--- config.mk ---
export PLATFORM = sky130hd
export DESIGN_NAME = src_core
export DESIGN_NICKNAME = d
export VERILOG_FILES = /design/src/common/src_pkg.sv /design/src/rtl/src_core.sv
export SDC_FILE = /design/constraint.sdc
export NUM_CORES = 1
export LEC_CHECK = 0
export ABC_AREA = 1
export BUFFER_PORTS_ARGS = -buffer_cell sky130_fd_sc_hd__buf_2
export CAP_MARGIN = 15
export CORE_MARGIN = 5
export CORE_UTILIZATION = 29
export DETAILED_ROUTE_END_ITERATION = 10
export GPL_ROUTABILITY_DRIVEN = 0
export HOLD_SLACK_MARGIN = 0.08
export PLACE_DENSITY = 0.49
export SLEW_MARGIN = 20
export SYNTH_ARGS = -nofsm -noshare
export SYNTH_HDL_FRONTEND = slang
export SYNTH_SLANG_ARGS = --single-unit
--- constraint.sdc ---
create_clock -name clk -period 3.8 [get_ports clk]
set_input_delay 0.19 -clock clk [delete_from_list [all_inputs] [get_ports clk]]
set_output_delay 0.19 -clock clk [all_outputs]
set_load 0.02 [all_outputs]
--- src/common/src_pkg.sv ---
/*
  Shared constants and carriers for the reliability command interpreter.
  Assumes a 20 MHz system clock and a host that loads the task file
  before pulsing the command strobe.
*/
package src_pkg;
  // ---------------------------------------------------------------
  // Command and key codes
  // ---------------------------------------------------------------
  localparam logic [7:0] CMD_RELIAB   = 8'hB0;
  localparam logic [7:0] SUB_STATUS   = 8'hDA;
  localparam logic [7:0] SUB_ATTRIBUTE_AUTO_STORE = 8'hD2;
  localparam logic [7:0] SUB_SAVE     = 8'hD3;
  localparam logic [7:0] SUB_AUTOOFF  = 8'hDB;
  localparam logic [7:0] SUB_ENABLE   = 8'hD8;
  localparam logic [7:0] SUB_DISABLE  = 8'hD9;
  localparam logic [7:0] KEY_CYL_LO   = 8'h4F;
  localparam logic [7:0] KEY_CYL_HI   = 8'hC2;
  localparam logic [7:0] BAD_CYL_LO   = 8'hF4;
  localparam logic [7:0] BAD_CYL_HI   = 8'h2C;
  localparam logic [7:0] CNT_OFF      = 8'h00;
  localparam logic [7:0] CNT_AS_ON    = 8'hF1;
  localparam logic [7:0] CNT_AO_ON    = 8'hF8;
  localparam int         DSEL_BIT     = 4;
  // ---------------------------------------------------------------
  // Timing
  // ---------------------------------------------------------------
  localparam int  CLK_HZ         = 20_000_000;
  localparam int  RESP_LIMIT_S   = 2;
  localparam int  IDLE_MIN       = 2;
  localparam int  SCAN_PART_POH  = 24;
  localparam int  SCAN_FULL_POH  = 168;
  localparam longint RESP_CYC = longint'(RESP_LIMIT_S) * CLK_HZ;
  localparam longint IDLE_CYC = longint'(IDLE_MIN) * 60 * CLK_HZ;
  // ---------------------------------------------------------------
  // Carriers
  // ---------------------------------------------------------------
  typedef struct packed {
    logic [7:0] feat;
    logic [7:0] sec_cnt;
    logic [7:0] cyl_lo;
    logic [7:0] cyl_hi;
    logic [7:0] dev_head;
    logic [7:0] cmd;
  } src_tf_t;

  typedef struct packed {
    logic       bsy;
    logic       drdy;
    logic       err;
    logic       abrt;
    logic       intrq;
  } src_stat_t;
endpackage

--- src/rtl/src_core.sv ---
/*
  Reliability subcommand interpreter: decodes the task file, steers the
  non-volatile store and background collection, answers status codes.
  Assumes the store and scan engines answer with done pulses.
*/
// Notes on behaviour
// RULE_01: Host selects status with features DAh, keys, then command B0h.
// RULE_02: Status request raises busy, stores changed values, then compares.
// RULE_03: No threshold crossed: cylinder low 4Fh, cylinder high C2h.
// RULE_04: Threshold crossed: cylinder low F4h, cylinder high 2Ch.
// RULE_05: Status and save abort if monitoring off or keys wrong.
// RULE_06: Attribute_auto_store D2h: count 00h turns off, F1h turns on.
// RULE_07: Host writes wanted attribute_auto_store code in sector count first.
// RULE_08: Attribute_auto_store setting is held in non-volatile storage.
// RULE_09: With attribute_auto_store off, other activity may still store values.
// RULE_10: Attribute_auto_store command: busy, apply, drop busy, then interrupt.
// RULE_11: Background attribute_auto_store keeps busy low and ready high.
// RULE_12: Command during background attribute_auto_store is serviced within two seconds.
// RULE_13: Save D3h stores values now, busy then clear, then interrupt.
// RULE_14: Off-line DBh: count 00h turns off, F8h turns on.
// RULE_15: Partial scan every 24 power-on hours after 2 idle minutes.
// RULE_16: Full scan every 168 power-on hours after 2 idle minutes.
// RULE_17: Automatic off-line stays on until disabled by the host.
// RULE_18: Off-line command: busy, apply, clear busy, then interrupt.
// RULE_19: During off-line collection and its save, ready and busy low.
// RULE_20: Command during off-line collection answered within two seconds.
// RULE_21: Host picks device with the drive-select bit, 0 first, 1 second.
// RULE_22: With monitoring off, all subcommands but enable are aborted.
// RULE_23: Host waits for busy low before writing the next command.
`timescale 1ns/1ps
module src_core
  import src_pkg::*;
#(
  parameter logic       DEV_ID    = 1'b0,
  parameter longint     RESP_MAX  = RESP_CYC,
  parameter longint     IDLE_WAIT = IDLE_CYC
)(
  // Clock and reset
  input  wire logic              clk,
  input  wire logic              rst,
  // Host task file
  input  wire logic              cmd_stb,
  input  wire src_pkg::src_tf_t  tf,
  input  wire logic              intrq_clr,
  output logic [7:0]             cyl_lo_out,
  output logic [7:0]             cyl_hi_out,
  output src_pkg::src_stat_t     stat,
  // Non-volatile settings, loaded at power-up
  input  wire logic              nv_load,
  input  wire logic              nv_mon_en,
  input  wire logic              nv_as_en,
  input  wire logic              nv_ao_en,
  output logic                   nv_mon_en_r,
  output logic                   nv_as_en_r,
  output logic                   nv_ao_en_r,
  // Attribute store and compare engine
  output logic                   store_req,
  input  wire logic              store_done,
  input  wire logic              thresh_crossed,
  input  wire logic              bg_store_req,
  // Off-line scan engine
  input  wire logic              poh_tick,
  output logic                   scan_part_req,
  output logic                   scan_full_req,
  output logic                   scan_halt,
  input  wire logic              scan_done
);
  import src_pkg::*;

  // ---------------------------------------------------------------
  // State and decode
  // ---------------------------------------------------------------
  typedef enum logic [2:0] {
    SRC_IDLE = 3'b000, SRC_EXEC = 3'b001, SRC_STORE = 3'b011,
    SRC_DONE = 3'b010, SRC_BG = 3'b110
  } src_st_t;

  src_st_t     st_r;
  logic [1:0]  bg_kind_r;   // 1 attribute_auto_store, 2 part scan, 3 full scan
  logic [7:0]  feat_r;
  logic [7:0]  cnt_r;
  logic        keys_ok_r;
  logic        abort_r;
  logic [7:0]  poh_cnt_r;
  logic [63:0] idle_r;
  logic [63:0] wait_r;
  logic        part_due_r;
  logic        full_due_r;
  logic        mine;
  logic        keys_ok;
  logic        bsy_w;
  logic        drdy_w;
  logic        err_r;
  logic        abrt_r;
  logic        intrq_r;

  // Strobe is taken only while idle or in background work
  assign mine    = cmd_stb && (st_r == SRC_IDLE || st_r == SRC_BG) &&
                   tf.cmd == CMD_RELIAB &&
                   tf.dev_head[DSEL_BIT] == DEV_ID;              // [RULE_21]
  assign keys_ok = tf.cyl_lo == KEY_CYL_LO && tf.cyl_hi == KEY_CYL_HI;

  // Main sequencer
  always_ff @(posedge clk or posedge rst) begin
    if (rst) begin
      st_r      <= SRC_IDLE;
      bg_kind_r <= 2'h0;
      feat_r    <= 8'h00;
      cnt_r     <= 8'h00;
      keys_ok_r <= 1'b0;
      abort_r   <= 1'b0;
    end else begin
      case (st_r)
        SRC_IDLE, SRC_BG: begin
          if (mine) begin
            // Foreground command pre-empts background work [RULE_12]
            feat_r    <= tf.feat;                                // [RULE_01]
            cnt_r     <= tf.sec_cnt;                             // [RULE_07]
            keys_ok_r <= keys_ok;
            st_r      <= SRC_EXEC;
          end else if (st_r == SRC_BG && (scan_done || store_done)) begin
            st_r <= SRC_IDLE;
          end else if (st_r == SRC_IDLE && nv_mon_en_r &&
                       (bg_store_req && nv_as_en_r)) begin
            bg_kind_r <= 2'h1;                                   // [RULE_11]
            st_r      <= SRC_BG;
          end else if (st_r == SRC_IDLE && nv_ao_en_r &&
                       (part_due_r || full_due_r) &&
                       idle_r >= IDLE_WAIT) begin
            bg_kind_r <= full_due_r ? 2'h3 : 2'h2;   // [RULE_15] [RULE_16]
            st_r      <= SRC_BG;
          end
        end
        SRC_EXEC: begin
          abort_r <= 1'b0;
          if (!nv_mon_en_r && feat_r != SUB_ENABLE) begin
            abort_r <= 1'b1;                                     // [RULE_22]
            st_r    <= SRC_DONE;
          end else if (!keys_ok_r) begin
            abort_r <= 1'b1;                                     // [RULE_05]
            st_r    <= SRC_DONE;
          end else if (feat_r == SUB_STATUS || feat_r == SUB_SAVE) begin
            st_r <= SRC_STORE;                       // [RULE_02] [RULE_13]
          end else if (feat_r == SUB_ATTRIBUTE_AUTO_STORE &&
                       !(cnt_r == CNT_OFF || cnt_r == CNT_AS_ON)) begin
            abort_r <= 1'b1;
            st_r    <= SRC_DONE;
          end else if (feat_r == SUB_AUTOOFF &&
                       !(cnt_r == CNT_OFF || cnt_r == CNT_AO_ON)) begin
            abort_r <= 1'b1;
            st_r    <= SRC_DONE;
          end else if (feat_r == SUB_ATTRIBUTE_AUTO_STORE || feat_r == SUB_AUTOOFF ||
                       feat_r == SUB_ENABLE || feat_r == SUB_DISABLE) begin
            st_r <= SRC_DONE;                        // [RULE_10] [RULE_18]
          end else begin
            abort_r <= 1'b1;
            st_r    <= SRC_DONE;
          end
        end
        SRC_STORE: begin
          if (store_done) begin
            st_r <= SRC_DONE;
          end
        end
        SRC_DONE: begin
          st_r <= SRC_IDLE;
        end
        default: begin
          st_r <= SRC_IDLE;
        end
      endcase
    end
  end

  // Stored settings; the outer store keeps them across power loss
  always_ff @(posedge clk or posedge rst) begin
    if (rst) begin
      nv_mon_en_r <= 1'b0;
      nv_as_en_r  <= 1'b0;
      nv_ao_en_r  <= 1'b0;
    end else if (nv_load) begin
      nv_mon_en_r <= nv_mon_en;
      nv_as_en_r  <= nv_as_en;                                   // [RULE_08]
      nv_ao_en_r  <= nv_ao_en;
    end else if (st_r == SRC_EXEC && keys_ok_r &&
                 (nv_mon_en_r || feat_r == SUB_ENABLE)) begin
      if (feat_r == SUB_ENABLE) begin
        nv_mon_en_r <= 1'b1;
      end else if (feat_r == SUB_DISABLE) begin
        nv_mon_en_r <= 1'b0;
      end else if (feat_r == SUB_ATTRIBUTE_AUTO_STORE && cnt_r == CNT_OFF) begin
        nv_as_en_r <= 1'b0;                                      // [RULE_06]
      end else if (feat_r == SUB_ATTRIBUTE_AUTO_STORE && cnt_r == CNT_AS_ON) begin
        nv_as_en_r <= 1'b1;                                      // [RULE_06]
      end else if (feat_r == SUB_AUTOOFF && cnt_r == CNT_OFF) begin
        nv_ao_en_r <= 1'b0;                          // [RULE_14] [RULE_17]
      end else if (feat_r == SUB_AUTOOFF && cnt_r == CNT_AO_ON) begin
        nv_ao_en_r <= 1'b1;                                      // [RULE_14]
      end
    end
  end

  // Power-on-hour schedule and host idle time
  always_ff @(posedge clk or posedge rst) begin
    if (rst) begin
      poh_cnt_r  <= 8'h00;
      part_due_r <= 1'b0;
      full_due_r <= 1'b0;
      idle_r     <= 64'h0;
    end else begin
      idle_r <= cmd_stb ? 64'h0 : (idle_r == IDLE_WAIT ? idle_r
                                   : idle_r + 64'h1);
      // Finished scan clears its flags; a due tick below wins
      if (st_r == SRC_BG && scan_done) begin
        if (bg_kind_r == 2'h3) begin
          full_due_r <= 1'b0;
        end
        part_due_r <= 1'b0;
      end
      if (poh_tick) begin
        if (poh_cnt_r == 8'(SCAN_FULL_POH - 1)) begin
          poh_cnt_r <= 8'h00;
        end else begin
          poh_cnt_r <= poh_cnt_r + 8'h01;
        end
        if (8'(32'(poh_cnt_r + 8'h01) % SCAN_PART_POH) == 8'h00) begin
          part_due_r <= 1'b1;                                    // [RULE_15]
        end
        if (poh_cnt_r == 8'(SCAN_FULL_POH - 1)) begin
          full_due_r <= 1'b1;                                    // [RULE_16]
        end
      end
    end
  end

  // Answer registers, error and interrupt request
  always_ff @(posedge clk or posedge rst) begin
    if (rst) begin
      cyl_lo_out <= KEY_CYL_LO;
      cyl_hi_out <= KEY_CYL_HI;
      err_r      <= 1'b0;
      abrt_r     <= 1'b0;
      intrq_r    <= 1'b0;
    end else begin
      if (mine) begin
        intrq_r <= 1'b0;
      end else if (st_r == SRC_DONE) begin
        intrq_r <= 1'b1;                             // [RULE_10] [RULE_13]
        err_r   <= abort_r;
        abrt_r  <= abort_r;                                      // [RULE_05]
        if (!abort_r && feat_r == SUB_STATUS) begin
          cyl_lo_out <= thresh_crossed ? BAD_CYL_LO : KEY_CYL_LO; // [RULE_03]
          cyl_hi_out <= thresh_crossed ? BAD_CYL_HI : KEY_CYL_HI; // [RULE_04]
        end
      end else if (intrq_clr) begin
        intrq_r <= 1'b0;
      end
    end
  end

  // Response watchdog for pre-empted background work
  always_ff @(posedge clk or posedge rst) begin
    if (rst) begin
      wait_r <= 64'h0;
    end else if (st_r == SRC_EXEC || st_r == SRC_STORE) begin
      wait_r <= wait_r + 64'h1;
    end else begin
      wait_r <= 64'h0;
    end
  end

  // Status lines and engine strobes
  always_comb begin
    bsy_w  = st_r == SRC_EXEC || st_r == SRC_STORE || st_r == SRC_DONE;
    // Off-line scan drops ready, attribute_auto_store keeps it  [RULE_11] [RULE_19]
    drdy_w = !(bsy_w || (st_r == SRC_BG && bg_kind_r != 2'h1));
  end
  assign stat          = {bsy_w, drdy_w, err_r, abrt_r, intrq_r};
  assign store_req     = st_r == SRC_STORE ||
                         (st_r == SRC_BG && bg_kind_r == 2'h1); // [RULE_09]
  assign scan_part_req = st_r == SRC_BG && bg_kind_r == 2'h2;
  assign scan_full_req = st_r == SRC_BG && bg_kind_r == 2'h3;
  assign scan_halt     = mine;                                   // [RULE_20]
endmodule

==> metrics.md <==
| Metric | Value |
|---|---|
| Outcome | `finished, final reports clean` |
| Clk pwr share | `between 30% and 40%` |
| CP arrival | `between 2 and 3 ns` |
| Setup Fix Bufs, Post-CTS | `0` |
| Core box area | `between 0.02 and 0.025 mm^2` |
| Hpwl dp | `12800 um` |
| Diodes inserted | `0` |
| Hold depth | `4` |
| 1st-pass router iterations | `5` |
| Max Slew Vio Count | `0` |
| Max-cap violations | `0` |
| Post-DRT Antenna Nets | `0` |
| # nets final | `1028` |
| Final Hold Viols | `0` |
| Largest net degree at the start of global routing | `51` |
| Worst R2R Start | `poh_cnt_r[5]` |
| Share of cells above drive strength 1 | `between 10% and 20%` |
| Worst min path class | `primary input to register` |
| Setup TNS | `0 ns` |
| CTS Root Cell | `clkbuf_16` |
| Worst Hold Path EP | `keys_ok_r` |
| Area growth syn-to-layout | `17.2%` |
| RSZ-0062 raised after global routing | `no` |
| Worst path slowest cell | `clkinv_1` |
| Psw | `860 uW` |
| Reg2reg path depth | `17` |
| Reg-to-reg critical path endpoint | `part_due_r` |
| Final worst path period need | `between 2 and 3 ns` |
| CTS tree | `built` |
| First-pass GRT wire length | `about 28000 um` |
| Die W | `about 160 um` |
| Die area | `between 0.02 and 0.03 mm^2` |
| Crit path launch type | `register` |
| Kind of critical path | `register to output port` |
| Max VDD drop | `~0.00017 V` |
| Leakage power | `3.32 nW` |
| Top area cells in the synthesized netlist | `dfrtp_1, nand2_1, inv_1` |
| Clock Sinks | `between 100 and 150` |
| Largest area contributor in the netlist | `dfrtp_1` |
| Power Total | `about 2.8 mW` |
| Ports | `a little under 90` |
| Number of port buffers | `77` |
| Worst Max-Slew Pin Slew | `slightly above 0.7 ns` |
| P_int | `roughly 1.9 mW` |
| CP Capture Type | `output port` |
| Critical Path Source | `st_r[2]` |
| Mean Syn Cell Area | `7.24 um^2` |
| Tot GR Track Use | `between 10% and 20%` |
| Final instance area | `0.00746 mm^2` |
| Mapped cell area | `0.00637 mm^2` |
| Count of warnings emitted by yosys | `0` |
| TritonCTS Buffers | `9` |
| Placed Area | `roughly 0.007 mm^2` |
| Skew final | `just under 0.009 ns` |
| Final-report setup violation count | `0` |
| Initial antenna violation count | `1` |
| Max Clk Rate | `about 0.37 GHz` |
| # rows | `54` |
| CTS Buffer Depth | `2` |
| Vias/cell | `4.71` |
| Wire per inst | `13.6 um` |
| Critical path's largest stage delay | `0.65 ns` |
| WP data required | `3.61 ns` |
| Combinational group share of total power | `18.4%` |
| Share of the synthesized area in the top cell type | `40.5%` |
| Critical path's top delay family | `buffers and inverters` |
| Global route overflow | `0` |
| Worst R2R Setup Slack | `1.22 ns` |
| Buf/Inv on CP | `4` |
| Gate count of the mapped netlist | `879` |
| Crit share post-route | `a little under three quarters` |
| Slew margin rel. | `52.7%` |
| DRT Wirelength | `16900 um` |
| Synth unique cells | `48` |
| Via count | `slightly below 6000` |
| Starting density of the core | `between 20 and 30%` |
| Switching portion of total power | `approximately 31%` |
| Clk slew on worst S/H paths | `approximately 0.080 ns` |
| DR iter-0 viols | `309` |
| Drt drc | `0` |
| Clock Latency Late Sink | `about 0.36 ns` |
| Sequential share of the synthesized area | `between 40% and 50%` |
| Peak fanout along the critical path | `27` |
| DIE HEIGHT | `between 150 and 200 um` |
| Sequential power share | `a little under half` |
| Crit-path cells | `inv_1 -> nor2_1 -> nor2_1 -> inv_1 -> nand3_1 -> clkinv_1 -> buf_2` |
| Hold Startpoint | `tf[29]` |
| Synth Register Bits | `approximately 100` |
| Power per Cell Area | `around 370 mW/mm^2` |
| WHS | `between 0.09 and 0.1 ns` |
| Htree depth | `3` |
| Vias in the first global route | `5674` |
==> flip-flops by register name, indices dropped and copies added, names as in the netlist, 2 cells and up <==
signal      flops
bg_kind_r       2
cnt_r           8
feat_r          8
cyl_lo_out      2
st_r            3
idle_r         64
poh_cnt_r       8
==> tightest hold or removal path, stage by stage <==
cell and delay, ns:
buf_2 0.07, nor4_1 0.04, nand4_1 0.06, a21oi_1 0.05
==> cell type report <==
cell class              count  area (um^2)
flip-flops and latches    104         2600
clock inverters             7         83.8
fillers                  2312        14200
repair buffers            100          608
inverters                 148          558
multi-input cells         600         3030
clock buffers               9          225
well taps                 280          350
==> through the flow <==
step | setup slack, ns | utilization, % | instances
after floorplan | 0.879 | - | 881
after global placement | 1.25 | 32.1 | 1212
after detailed placement | 1.21 | 32.1 | 1212
after CTS | 0.991 | 34.4 | 1248
after global routing | 0.722 | 34.4 | 1248
final | 1.07 | 34.4 | 1248
==> cells in the mapped netlist (all sizes together) <==
library cell / n
nand2: 158
inv: 146
nor2: 110
dfrtp: 103
o21ai: 70
a21oi: 55
nand3: 48
nor3: 45
nor4: 36
nand4: 33
buf: 20
clkbuf: 9
o21a: 5
a31oi: 4
ha: 4
or2: 4
xor2: 4
and3: 3
clkinv: 2
conb: 2
o211ai: 2
o31ai: 2
xnor2: 2
a211oi: 1
a21boi: 1
a221oi: 1
a22o: 1
a32oi: 1
a41oi: 1
and2: 1
dfstp: 1
mux2: 1
nor3b: 1
nor4b: 1
o22ai: 1
==> how the worst max path moves through the flow <==
stage                      end  slack, ns  cells after the start
finish               scan_halt       1.07                      7
global route         scan_halt       0.72                      7
CTS                  scan_halt       0.99                      7
detailed placement  part_due_r       1.21                     17
global placement    part_due_r       1.25                     17
floorplan              abort_r       0.88                      1
==> kinds of logic (layout without fill, tap and decap cells) <==
| family | after synthesis | count (layout) | synth area share (%) |
|---|---|---|---|
| and+or+nand+nor | 440 | 440 | 33.5 |
| xor gates and xnor gates | 6 | 6 | 0.825 |
| DFF | 104 | 104 | 40.9 |
| AOI/OAI and AO/OA | 145 | 145 | 12.2 |
| adders and majority gates | 4 | 4 | 0.786 |
| muxes | 1 | 1 | 0.177 |
| buffers and inverters | 177 | 264 | 11.6 |
| other | 2 | 4 | 0.118 |
==> placed cells by master, fill, tap and decap left out, types with 9 or more instances in the layout <==
master	count
nand2_1	154
inv_1	138
dfrtp_1	103
nor2_1	99
buf_2	77
o21ai_0	65
a21oi_1	55
nand3_1	45
nor3_1	39
nor4_1	34
nand4_1	32
dlygate4sd3_1	20
clkbuf_16	9
==> routing by layer <==
metal  track usage, %  up-vias  wire [um]
met3             2.73       16        544
met2             23.1       85       7950
met1             19.2     2698       8300
met4             2.32        2        134
li1                 -     3071          -
met5                0        -         11
==> repair_timing <==
item / CTS / global route
gates resized for setup: 0 / 0
setup endpoints to repair: 0 / 0
hold buffers: 20 / 0
endpoints found under the hold margin: 68 / 0
==> power by group through the flow <==
stage / registers [mW] / logic, mW / clock network (mW)
floorplan: 1.27 / 0.399 / 0
global placement: 1.28 / 0.497 / 0
detailed placement: 1.28 / 0.500 / 0
CTS: 1.26 / 0.516 / 1.02
global route: 1.27 / 0.591 / 1.06
finish: 1.26 / 0.508 / 0.991
No activity file was read; power rests on OpenSTA's default activity.
